--- src/ppf_pkg.sv ---
// Package for the protection frame: register map, field positions, sizes and reset values
package ppf_pkg;
	localparam int NUM_ELEM = 8;
	localparam int NUM_SRC = 16;
	localparam int SEL_W = 5;
	localparam logic [SEL_W-1:0] SEL_NONE = 5'h1F;
	// Register byte addresses
	localparam logic [7:0] ADDR_GLOBAL_CTRL = 8'h00;
	localparam logic [7:0] ADDR_GLOBAL_SEL = 8'h04;
	localparam logic [7:0] ADDR_ELEM_ENABLE = 8'h08;
	localparam logic [7:0] ADDR_ELEM_EXT_PERMIT = 8'h0C;
	localparam logic [7:0] ADDR_ELEM_TRIP_BLOCK = 8'h10;
	localparam logic [7:0] ADDR_ELEM_TRIP_PERMIT = 8'h14;
	localparam logic [7:0] ADDR_ELEM_CLASS = 8'h18;
	localparam logic [7:0] ADDR_CB_ASSIGN = 8'h1C;
	localparam logic [7:0] ADDR_STATUS = 8'h20;
	localparam logic [7:0] ADDR_FAULT_CNT = 8'h24;
	localparam logic [7:0] ADDR_ELEM_SEL_BASE = 8'h40;
	localparam logic [7:0] ADDR_ELEM_SEL_END = 8'h5C;
	// Global control fields
	localparam int GC_ENABLE = 0;
	localparam int GC_EXT_PERMIT = 1;
	localparam int GC_TRIP_SUPPRESS = 2;
	localparam int GC_TRIP_PERMIT = 3;
	localparam int GC_COUNTER_CLEAR = 4;
	localparam logic [4:0] GC_RESET = 5'h01;
	// Global source selects
	localparam int GS_SRC_A = 0;
	localparam int GS_SRC_B = 8;
	localparam int GS_TRIP_SRC = 16;
	// Element source selects
	localparam int ES_BLOCK = 0;
	localparam int ES_TRIP = 8;
	// Element class fields
	localparam int EC_SUPERV = 0;
	localparam int EC_FUND = 8;
	localparam int EC_CURRENT = 16;
	localparam logic [NUM_ELEM-1:0] ELEM_RESET_ON = 8'hFF;
	localparam logic [1:0] RESP_OKAY = 2'h0;
	localparam logic [1:0] RESP_SLVERR = 2'h2;
endpackage

--- src/ppf_frame.sv ---
// Protection master frame: blocking, trip suppression, alarm and trip collection
//
// Functional notes
// - Global disable suppresses every element output.
// - Per-element enable gates its alarms and trips.
// - Per-stage trip block keeps alarm, kills trip.
// - Global external block when source A or B.
// - Element blocked when permit and source active.
// - Stage trip suppressed when permit and source.
// - Global trip suppress kills all trips.
// - Global external trip suppress via assigned input.
// - Off-frequency blocks fundamental elements, RMS stays.
// - Current elements accept reverse-interlock block.
// - Elements keep own alarm and trip outputs.
// - Phase and earth alarm are OR collections.
// - Phase and earth trip are OR collections.
// - General alarm and trip are ORs.
// - Supervision alarms excluded; breaker failure included.
// - Only assigned trips reach breaker command.
// - Clear command resets both fault counters.
// - Reset defaults: enable on, others off.
// - Export active, blocked, trip blocked status.
// - Expose global block input states.
//
// The register addresses and the AXI4-Lite register port were chosen for this implementation.
`timescale 1ns/1ps
module ppf_frame
	import ppf_pkg::*;
(
	input wire logic CORE_CLK_I,
	input wire logic RSTN_I,
	input wire logic [NUM_SRC-1:0] BLOCK_SRC_I,
	input wire logic FREQ_OK_I,
	input wire logic [NUM_ELEM-1:0] REV_INTERLOCK_I,
	input wire logic [NUM_ELEM-1:0] ELEM_ALARM_I,
	input wire logic [NUM_ELEM-1:0] ELEM_TRIP_I,
	input wire logic [NUM_ELEM*4-1:0] ELEM_PHASE_I,
	input wire logic FAULT_EVENT_I,
	input wire logic GRID_FAULT_EVENT_I,
	output logic [NUM_ELEM-1:0] ELEM_ALARM_O,
	output logic [NUM_ELEM-1:0] ELEM_TRIP_O,
	output logic [3:0] PHASE_ALARM_O,
	output logic [3:0] PHASE_TRIP_O,
	output logic GENERAL_ALARM_O,
	output logic GENERAL_TRIP_O,
	output logic BREAKER_TRIP_O,
	output logic PROT_ACTIVE_O,
	output logic EXT_BLOCKED_O,
	output logic TRIP_BLOCKED_O,
	output logic TRIP_EXT_BLOCKED_O,
	output logic [2:0] GLOBAL_INPUT_STATE_O,
	output logic FAULT_CLEAR_O,
	input wire logic [7:0] S_AXI_AWADDR,
	input wire logic S_AXI_AWVALID,
	output logic S_AXI_AWREADY,
	input wire logic [31:0] S_AXI_WDATA,
	input wire logic [3:0] S_AXI_WSTRB,
	input wire logic S_AXI_WVALID,
	output logic S_AXI_WREADY,
	output logic [1:0] S_AXI_BRESP,
	output logic S_AXI_BVALID,
	input wire logic S_AXI_BREADY,
	input wire logic [7:0] S_AXI_ARADDR,
	input wire logic S_AXI_ARVALID,
	output logic S_AXI_ARREADY,
	output logic [31:0] S_AXI_RDATA,
	output logic [1:0] S_AXI_RRESP,
	output logic S_AXI_RVALID,
	input wire logic S_AXI_RREADY
);
	// Settings
	logic [4:0] gctrl_q;
	logic [23:0] gsel_q;
	logic [NUM_ELEM-1:0] en_q, ext_permit_q, trip_block_q, trip_permit_q, cb_assign_q;
	logic [NUM_ELEM-1:0] superv_q, fund_q, current_q;
	logic [15:0] esel_q [NUM_ELEM];
	logic [15:0] fault_cnt_q, grid_cnt_q;

	// Two-stage synchronisers for the block source, frequency and reverse-interlock inputs
	// Frequency flag resets to in range, so nothing is blocked as reset ends
	logic [NUM_SRC-1:0] src_m_q, src_q;
	logic freq_m_q, freq_q;
	logic [NUM_ELEM-1:0] ril_m_q, ril_q;
	always_ff @(posedge CORE_CLK_I or negedge RSTN_I) begin
		if (!RSTN_I) begin
			src_m_q <= '0;
			src_q <= '0;
			freq_m_q <= 1'b1;
			freq_q <= 1'b1;
			ril_m_q <= '0;
			ril_q <= '0;
		end else begin
			src_m_q <= BLOCK_SRC_I;
			src_q <= src_m_q;
			freq_m_q <= FREQ_OK_I;
			freq_q <= freq_m_q;
			ril_m_q <= REV_INTERLOCK_I;
			ril_q <= ril_m_q;
		end
	end

	// Selected source; an unassigned or out-of-range select reads false
	function automatic logic pick(input logic [NUM_SRC-1:0] s, input logic [7:0] sel);
		logic r;
		r = 1'b0;
		if (sel < 8'(NUM_SRC))
			r = s[sel[3:0]];
		return r;
	endfunction

	// Gating of each element by global, element and stage blocks
	logic blk_a, blk_b, blk_t, glob_ext_blk, glob_on, glob_trip_off;
	logic [NUM_ELEM-1:0] elem_live, elem_trip_ok, alarm_g, trip_g;
	logic [3:0] ph_alarm, ph_trip;
	always_comb begin
		blk_a = pick(src_q, gsel_q[GS_SRC_A +: 8]);
		blk_b = pick(src_q, gsel_q[GS_SRC_B +: 8]);
		blk_t = pick(src_q, gsel_q[GS_TRIP_SRC +: 8]);
		glob_ext_blk = gctrl_q[GC_EXT_PERMIT] & (blk_a | blk_b);
		glob_on = gctrl_q[GC_ENABLE] & ~glob_ext_blk;
		glob_trip_off = gctrl_q[GC_TRIP_SUPPRESS]
			| (gctrl_q[GC_TRIP_PERMIT] & blk_t);
		ph_alarm = '0;
		ph_trip = '0;
		for (int i = 0; i < NUM_ELEM; i++) begin
			elem_live[i] = glob_on & en_q[i]
				& ~(ext_permit_q[i] & pick(src_q, esel_q[i][ES_BLOCK +: 8]))
				& ~(fund_q[i] & ~freq_q)
				& ~(current_q[i] & ril_q[i]);
			elem_trip_ok[i] = ~trip_block_q[i]
				& ~(trip_permit_q[i] & pick(src_q, esel_q[i][ES_TRIP +: 8]))
				& ~glob_trip_off;
			alarm_g[i] = elem_live[i] & ELEM_ALARM_I[i];
			trip_g[i] = elem_live[i] & elem_trip_ok[i] & ELEM_TRIP_I[i];
			ph_alarm = ph_alarm | ({4{alarm_g[i]}} & ELEM_PHASE_I[i*4 +: 4]);
			ph_trip = ph_trip | ({4{trip_g[i]}} & ELEM_PHASE_I[i*4 +: 4]);
		end
	end

	// Registered outputs, one cycle after element inputs or settings change
	always_ff @(posedge CORE_CLK_I or negedge RSTN_I) begin
		if (!RSTN_I) begin
			ELEM_ALARM_O <= '0;
			ELEM_TRIP_O <= '0;
			PHASE_ALARM_O <= '0;
			PHASE_TRIP_O <= '0;
			GENERAL_ALARM_O <= 1'b0;
			GENERAL_TRIP_O <= 1'b0;
			BREAKER_TRIP_O <= 1'b0;
		end else begin
			ELEM_ALARM_O <= alarm_g;
			ELEM_TRIP_O <= trip_g;
			PHASE_ALARM_O <= ph_alarm;
			PHASE_TRIP_O <= ph_trip;
			GENERAL_ALARM_O <= |(alarm_g & ~superv_q);
			GENERAL_TRIP_O <= |trip_g;
			BREAKER_TRIP_O <= |(trip_g & cb_assign_q);
		end
	end

	// Status flags move in the same cycle as the gated outputs
	always_ff @(posedge CORE_CLK_I or negedge RSTN_I) begin
		if (!RSTN_I) begin
			PROT_ACTIVE_O <= 1'b0;
			EXT_BLOCKED_O <= 1'b0;
			TRIP_BLOCKED_O <= 1'b0;
			TRIP_EXT_BLOCKED_O <= 1'b0;
			GLOBAL_INPUT_STATE_O <= '0;
		end else begin
			PROT_ACTIVE_O <= glob_on;
			EXT_BLOCKED_O <= glob_ext_blk;
			TRIP_BLOCKED_O <= gctrl_q[GC_TRIP_SUPPRESS];
			TRIP_EXT_BLOCKED_O <= gctrl_q[GC_TRIP_PERMIT] & blk_t;
			GLOBAL_INPUT_STATE_O <= {blk_t, blk_b, blk_a};
		end
	end

	// Fault counters; clear command wins over a counting event
	always_ff @(posedge CORE_CLK_I or negedge RSTN_I) begin
		if (!RSTN_I) begin
			fault_cnt_q <= '0;
			grid_cnt_q <= '0;
			FAULT_CLEAR_O <= 1'b0;
		end else begin
			FAULT_CLEAR_O <= gctrl_q[GC_COUNTER_CLEAR];
			if (gctrl_q[GC_COUNTER_CLEAR]) begin
				fault_cnt_q <= '0;
				grid_cnt_q <= '0;
			end else begin
				if (FAULT_EVENT_I)
					fault_cnt_q <= fault_cnt_q + 16'h0001;
				if (GRID_FAULT_EVENT_I)
					grid_cnt_q <= grid_cnt_q + 16'h0001;
			end
		end
	end

	// AXI4-Lite write channel: address and data taken in either order
	logic aw_hold_q, w_hold_q;
	logic [7:0] aw_q;
	logic [31:0] wd_q;
	logic [3:0] ws_q;
	logic do_wr;
	logic [7:0] wa;
	logic [31:0] wdat;
	logic [3:0] wstb;
	// Either half comes from its holding register once it has been taken
	assign wa = aw_hold_q ? aw_q : S_AXI_AWADDR;
	assign wdat = w_hold_q ? wd_q : S_AXI_WDATA;
	assign wstb = w_hold_q ? ws_q : S_AXI_WSTRB;
	assign do_wr = (aw_hold_q | (S_AXI_AWVALID & S_AXI_AWREADY))
		& (w_hold_q | (S_AXI_WVALID & S_AXI_WREADY));

	// Address or data of a write taken ahead of its other half
	always_ff @(posedge CORE_CLK_I or negedge RSTN_I) begin
		if (!RSTN_I) begin
			aw_q <= '0;
			wd_q <= '0;
			ws_q <= '0;
		end else begin
			if (S_AXI_AWVALID & S_AXI_AWREADY)
				aw_q <= S_AXI_AWADDR;
			if (S_AXI_WVALID & S_AXI_WREADY) begin
				wd_q <= S_AXI_WDATA;
				ws_q <= S_AXI_WSTRB;
			end
		end
	end

	// Which half of a write waits for the other; both drop when the write lands
	always_ff @(posedge CORE_CLK_I or negedge RSTN_I) begin
		if (!RSTN_I) begin
			aw_hold_q <= 1'b0;
			w_hold_q <= 1'b0;
		end else if (do_wr) begin
			aw_hold_q <= 1'b0;
			w_hold_q <= 1'b0;
		end else begin
			if (S_AXI_AWVALID & S_AXI_AWREADY)
				aw_hold_q <= 1'b1;
			if (S_AXI_WVALID & S_AXI_WREADY)
				w_hold_q <= 1'b1;
		end
	end

	// Readies stay low while a response waits, so only one write is under way
	always_ff @(posedge CORE_CLK_I or negedge RSTN_I) begin
		if (!RSTN_I) begin
			S_AXI_AWREADY <= 1'b0;
			S_AXI_WREADY <= 1'b0;
			S_AXI_BVALID <= 1'b0;
			S_AXI_BRESP <= RESP_OKAY;
		end else begin
			S_AXI_AWREADY <= ~aw_hold_q & ~S_AXI_BVALID & ~(S_AXI_AWVALID & S_AXI_AWREADY);
			S_AXI_WREADY <= ~w_hold_q & ~S_AXI_BVALID & ~(S_AXI_WVALID & S_AXI_WREADY);
			if (do_wr) begin
				S_AXI_AWREADY <= 1'b0;
				S_AXI_WREADY <= 1'b0;
				S_AXI_BVALID <= 1'b1;
				S_AXI_BRESP <= wr_ok(wa) ? RESP_OKAY : RESP_SLVERR;
			end else if (S_AXI_BVALID & S_AXI_BREADY) begin
				S_AXI_BVALID <= 1'b0;
			end
		end
	end

	function automatic logic wr_ok(input logic [7:0] a);
		logic r;
		r = (a[7:2] <= ADDR_CB_ASSIGN[7:2])
			| (a[7:2] >= ADDR_ELEM_SEL_BASE[7:2] && a[7:2] <= ADDR_ELEM_SEL_END[7:2]);
		return r;
	endfunction

	// Readable words: every writable setting plus the two read-only words
	function automatic logic rd_ok(input logic [7:0] a);
		logic r;
		r = wr_ok(a) | (a[7:2] == ADDR_STATUS[7:2]) | (a[7:2] == ADDR_FAULT_CNT[7:2]);
		return r;
	endfunction

	function automatic logic [31:0] merge(input logic [31:0] old, input logic [31:0] nw,
		input logic [3:0] st);
		logic [31:0] r;
		r = old;
		for (int b = 0; b < 4; b++)
			if (st[b])
				r[b*8 +: 8] = nw[b*8 +: 8];
		return r;
	endfunction

	// Setting registers
	// A refused write leaves every setting as it was
	always_ff @(posedge CORE_CLK_I or negedge RSTN_I) begin
		if (!RSTN_I) begin
			gctrl_q <= GC_RESET;
			gsel_q <= {3{3'h0, SEL_NONE}};
			en_q <= ELEM_RESET_ON;
			ext_permit_q <= '0;
			trip_block_q <= '0;
			trip_permit_q <= '0;
			cb_assign_q <= '0;
			superv_q <= '0;
			fund_q <= '0;
			current_q <= '0;
			for (int i = 0; i < NUM_ELEM; i++)
				esel_q[i] <= {3'h0, SEL_NONE, 3'h0, SEL_NONE};
		end else if (do_wr) begin
			unique case (wa[7:2])
				ADDR_GLOBAL_CTRL[7:2]: gctrl_q <= 5'(merge(32'(gctrl_q), wdat, wstb));
				ADDR_GLOBAL_SEL[7:2]: gsel_q <= 24'(merge(32'(gsel_q), wdat, wstb));
				ADDR_ELEM_ENABLE[7:2]: if (wstb[0]) en_q <= wdat[7:0];
				ADDR_ELEM_EXT_PERMIT[7:2]: if (wstb[0]) ext_permit_q <= wdat[7:0];
				ADDR_ELEM_TRIP_BLOCK[7:2]: if (wstb[0]) trip_block_q <= wdat[7:0];
				ADDR_ELEM_TRIP_PERMIT[7:2]: if (wstb[0]) trip_permit_q <= wdat[7:0];
				ADDR_ELEM_CLASS[7:2]: begin
					if (wstb[0]) superv_q <= wdat[EC_SUPERV +: 8];
					if (wstb[1]) fund_q <= wdat[EC_FUND +: 8];
					if (wstb[2]) current_q <= wdat[EC_CURRENT +: 8];
				end
				ADDR_CB_ASSIGN[7:2]: if (wstb[0]) cb_assign_q <= wdat[7:0];
				default: begin
					if (wr_ok(wa))
						esel_q[wa[4:2]] <= 16'(merge(32'(esel_q[wa[4:2]]), wdat, wstb));
				end
			endcase
		end
	end

	// AXI4-Lite read channel
	logic [31:0] rd;
	always_comb begin
		rd = '0;
		unique case (S_AXI_ARADDR[7:2])
			ADDR_GLOBAL_CTRL[7:2]: rd = 32'(gctrl_q);
			ADDR_GLOBAL_SEL[7:2]: rd = 32'(gsel_q);
			ADDR_ELEM_ENABLE[7:2]: rd = 32'(en_q);
			ADDR_ELEM_EXT_PERMIT[7:2]: rd = 32'(ext_permit_q);
			ADDR_ELEM_TRIP_BLOCK[7:2]: rd = 32'(trip_block_q);
			ADDR_ELEM_TRIP_PERMIT[7:2]: rd = 32'(trip_permit_q);
			ADDR_ELEM_CLASS[7:2]: rd = {8'h00, current_q, fund_q, superv_q};
			ADDR_CB_ASSIGN[7:2]: rd = 32'(cb_assign_q);
			// General trip is the OR of the element trip bits, so it is left out of the word
			ADDR_STATUS[7:2]: rd = {GENERAL_ALARM_O, PHASE_TRIP_O, PHASE_ALARM_O, ELEM_TRIP_O,
				ELEM_ALARM_O, GLOBAL_INPUT_STATE_O, TRIP_EXT_BLOCKED_O, TRIP_BLOCKED_O,
				EXT_BLOCKED_O, PROT_ACTIVE_O};
			ADDR_FAULT_CNT[7:2]: rd = {grid_cnt_q, fault_cnt_q};
			default: begin
				if (wr_ok(S_AXI_ARADDR))
					rd = 32'(esel_q[S_AXI_ARADDR[4:2]]);
			end
		endcase
	end

	always_ff @(posedge CORE_CLK_I or negedge RSTN_I) begin
		if (!RSTN_I) begin
			S_AXI_ARREADY <= 1'b0;
			S_AXI_RVALID <= 1'b0;
			S_AXI_RDATA <= '0;
			S_AXI_RRESP <= RESP_OKAY;
		end else begin
			S_AXI_ARREADY <= ~S_AXI_RVALID & ~(S_AXI_ARVALID & S_AXI_ARREADY);
			if (S_AXI_ARVALID & S_AXI_ARREADY) begin
				S_AXI_ARREADY <= 1'b0;
				S_AXI_RVALID <= 1'b1;
				S_AXI_RDATA <= rd;
				S_AXI_RRESP <= rd_ok(S_AXI_ARADDR) ? RESP_OKAY : RESP_SLVERR;
			end else if (S_AXI_RVALID & S_AXI_RREADY) begin
				S_AXI_RVALID <= 1'b0;
			end
		end
	end
endmodule

--- config.mk ---
export PLATFORM = sky130hd
export DESIGN_NAME = ppf_frame
export DESIGN_NICKNAME = d
export VERILOG_FILES = /design/src/ppf_pkg.sv /design/src/ppf_frame.sv
export SDC_FILE = /design/constraint.sdc
export NUM_CORES = 1
export LEC_CHECK = 0
export ABC_AREA = 0
export BUFFER_PORTS_ARGS = -buffer_cell sky130_fd_sc_hd__clkbuf_2
export CELL_PAD_IN_SITES_DETAIL_PLACEMENT = 1
export CELL_PAD_IN_SITES_GLOBAL_PLACEMENT = 1
export CORE_UTILIZATION = 30
export DETAILED_ROUTE_END_ITERATION = 12
export HOLD_SLACK_MARGIN = 0.08
export PLACE_DENSITY_LB_ADDON = 0.1
export SLEW_MARGIN = 20
export SYNTH_ARGS = -nofsm -noshare
export SYNTH_HDL_FRONTEND = slang
export SYNTH_SLANG_ARGS = --single-unit
--- constraint.sdc ---
create_clock -name CORE_CLK_I -period 2.41 [get_ports CORE_CLK_I]
set_input_delay 0.6025 -clock CORE_CLK_I [delete_from_list [all_inputs] [get_ports CORE_CLK_I]]
set_output_delay 0.6025 -clock CORE_CLK_I [all_outputs]
set_load 0.005 [all_outputs]
==> out/qor.txt <==
Routability cong. -> 0.906
Core box area -> 0.0732 mm2
Sequential area share after synthesis -> 46.9%
Slew Viols, Final -> 0
Number of DRC markers in iteration 0 -> 1,204
Final setup violation count -> 28
Post-DP HPWL -> 75,500 um
Initial Util -> 30.4%
Proportion of layout cells with a drive suffix above 1 -> 44.7%
Simple-Gate Fraction of Synth Area -> 11.2%
Cell count after synthesis -> 1,928
Peak VDD IR -> 0.000685 V
Cell area after synthesis -> 0.0223 mm2
PD cells -> 1100 mW/mm2
Ys async rst share -> 100%
Overall routing resource usage -> 26.2%
Max cap viols -> 0
Final ANT Viol Nets -> 0
Layout Nets -> 2,576
Detailed Routing Iterations Pass 1 -> 9
Worst skew pair latency -> 0.63 ns
IO Port Bufs -> 194
Setup TNS -> -7.74 ns
Most common cell in the synthesized netlist -> dfrtp_1
Worst Path Required -> 2.96 ns
Violated checks -> design-rule violations, negative setup slack
Hold Violations, Final -> 0
DRC errors left -> 12
CTS tree -> done
F_max -> 362 MHz
Status -> complete, but fails checks
Vias -> 18,500
TritonCTS Sinks -> 412
Largest cells by area after synthesis -> dfrtp_1 34%, dfstp_2 13%, mux4_2 10%
Cts bufs inserted -> 51
Vias in the first global route -> 19,600
H-tree Lvls -> 2
RSZ-0062 raised after global routing -> true
Netlist cell types -> 78
Chip width -> 274 um
Critical path arrival -> 3.31 ns
CP max FO -> 7
Area delta synth->final -> 33.0%
Root Buffer -> clkbuf_16
Warnings from Yosys -> 0
FILL cells -> 7,903
GRT Residual Overflow -> 0
Via density -> 5.38
FF+latch count, synth -> 412
Rows -> 99
Headroom to the max-slew limit -> 53.0%
Area share of fa/ha/maj cells after synthesis -> 0.112%
Largest family of logic cells by synthesized area -> multiplexers
Synth top area share -> 34.4%
Avg WL per Cell -> 28.6 um
Top cells by count, synth -> 306 x dfrtp_1, 181 x mux2i_1, 179 x mux2_2
CP Class -> flop to flop
Placed insts -> 3,311
Post-synth EDFFs -> 0
Initial antenna violation count -> 2
Final min period -> 2.76 ns
I/O pins -> 210
Critical path launch point type -> flop
Longest Clk Path Bufs -> 3
P_leak -> 13.0 nW
Post-synthesis mux area share -> 27.7%
Worst Clk Skew -> 0.0165 ns
Final WL -> 98,600 um
Synth Flop Type -> dfrtp_1
Final WS setup -> -0.355 ns
Syn_area_per_cell -> 11.6 um2
Hold Crit Class -> input pin to flop
Dominant cell type by area after synthesis -> dfrtp_1
Die ar. -> 0.0753 mm2
Die height -> 274 um
Largest net degree at the start of global routing -> 71
Area fraction in compound gates after synthesis -> 9.87%
CP Capture Type -> flop
Crit share post-route -> 115%
Worst Tran Pin Value -> 0.700 ns
Clk slew on worst S/H paths -> 0.06 ns
Hold_ws -> 0.103 ns
XOR/XNOR Fraction of Synth Area -> 0.865%
First-pass GRT wire length -> 143,000 um
Final Non-Filler Cells -> 3,443
==> worst max-delay path: stages, from the launching register on <==
cell,delay [ns]
dfstp_2,0.61
mux4_2,0.52
mux4_2,0.54
nand2_2,0.12
a31oi_4,0.09
nand2b_4,0.18
buf_4,0.13
buf_6,0.12
buf_12,0.13
and2b_1,0.23
==> per-layer routing <==
metal	routed length [um]	vias to the layer above	share of wire [%]	global-route usage, %
met4	3290	0	3.3	8.46
met2	47900	489	49	43.4
met1	42900	9719	43	35.1
met5	0	-	0	0
li1	-	8190	-	-
met3	4580	136	4.6	3.56
==> cell families after synthesis <==
kind of cell               Yosys count
xor gates and xnor gates            22
adders and majority gates            2
AOI/OAI and AO/OA                  341
other                                1
DFF                                412
muxes                              464
buffers and inverters              179
and+or+nand+nor                    507
==> metrics by stage <==
stage	power (mW)	util [%]	area (um2)	worst slack (ns)
6_report	32.5	40.5	29600	-0.355
5_1_grt	34.0	40.5	29600	-0.429
2_1_floorplan	16.9	-	22400	-0.236
4_1_cts	32.5	40.3	29500	-0.364
3_5_place_dp	23.7	37.2	27200	-0.452
3_3_place_gp	23.4	37.2	27200	-0.386
==> registers in the layout, indices dropped and copies added (netlist names), 5 cells and up <==
register / flops
esel_q: 128
S_AXI_RDATA: 32
gsel_q: 24
wd_q: 24
fault_cnt_q: 16
grid_cnt_q: 16
src_m_q: 16
src_q: 16
ELEM_ALARM_O: 8
ELEM_TRIP_O: 8
cb_assign_q: 8
current_q: 8
en_q: 8
ext_permit_q: 8
fund_q: 8
ril_m_q: 8
ril_q: 8
superv_q: 8
trip_block_q: 8
trip_permit_q: 8
aw_q: 6
gctrl_q: 5
==> cells in the final DEF (no fill, tap or decap), types with 18 or more instances in the layout <==
master / synthesis / final
o21ai_0: 55 / 54
dfrtp_1: 306 / 305
mux2i_1: 181 / 179
a21oi_1: 132 / 128
xor2_1: 18 / 18
mux4_2: 99 / 102
clkbuf_2: 0 / 192
mux2_2: 179 / 178
nand4_1: 20 / 20
inv_1: 50 / 49
nor3_1: 31 / 22
clkbuf_16: 0 / 52
or3_1: 18 / 18
nand2_1: 141 / 140
nand3_1: 19 / 19
buf_4: 6 / 319
buf_12: 0 / 42
a221oi_1: 27 / 23
dlygate4sd3_1: 0 / 25
dfstp_2: 106 / 106
nor2_1: 158 / 151
==> what timing repair did <==
item,in CTS,in global routing
setup endpoints to repair,28,35
buffers inserted,3,4
gates resized for setup,37,26
hold endpoints to repair,45,0
pin swaps,5,2
hold buffers,25,0
cloned,2,1
==> where the power goes <==
part,internal [mW],switching (mW)
sequential,9.20,2.32
clock,4.99,3.42
combinational,6.03,6.58
total,20.2,12.3
==> path summary, 6_finish.rpt <==
| check | depth (start not counted) | slack [ns] | endpoint | startpoint |
|---|---|---|---|---|
| max reg2reg | 9 | -0.35 | ELEM_ALARM_O[1] | gsel_q[8] |
| min reg2reg | 0 | 0.35 | src_q[5] | src_m_q[5] |
| max in group asynchronous | 3 | 1.05 | src_q[10] | RSTN_I |
| max | 9 | -0.35 | ELEM_ALARM_O[1] | gsel_q[8] |
| min | 1 | 0.10 | src_m_q[4] | BLOCK_SRC_I[4] |
| min in group asynchronous | 2 | 0.50 | wd_q[16] | RSTN_I |
==> area by class of cell <==
type	count	area [um2]	area share (%)
Multi-Input combinational cell	1339	11400	38.5
Sequential cell	412	10400	35.2
Timing Repair Buffer	586	4570	15.4
Clock buffer	66	1430	4.83
Tap cell	959	1200	4.05
Clock inverter	30	392	1.32
Inverter	50	188	0.633
Antenna cell	1	2.50	0.00844
Power figures use the tool's default switching activity.
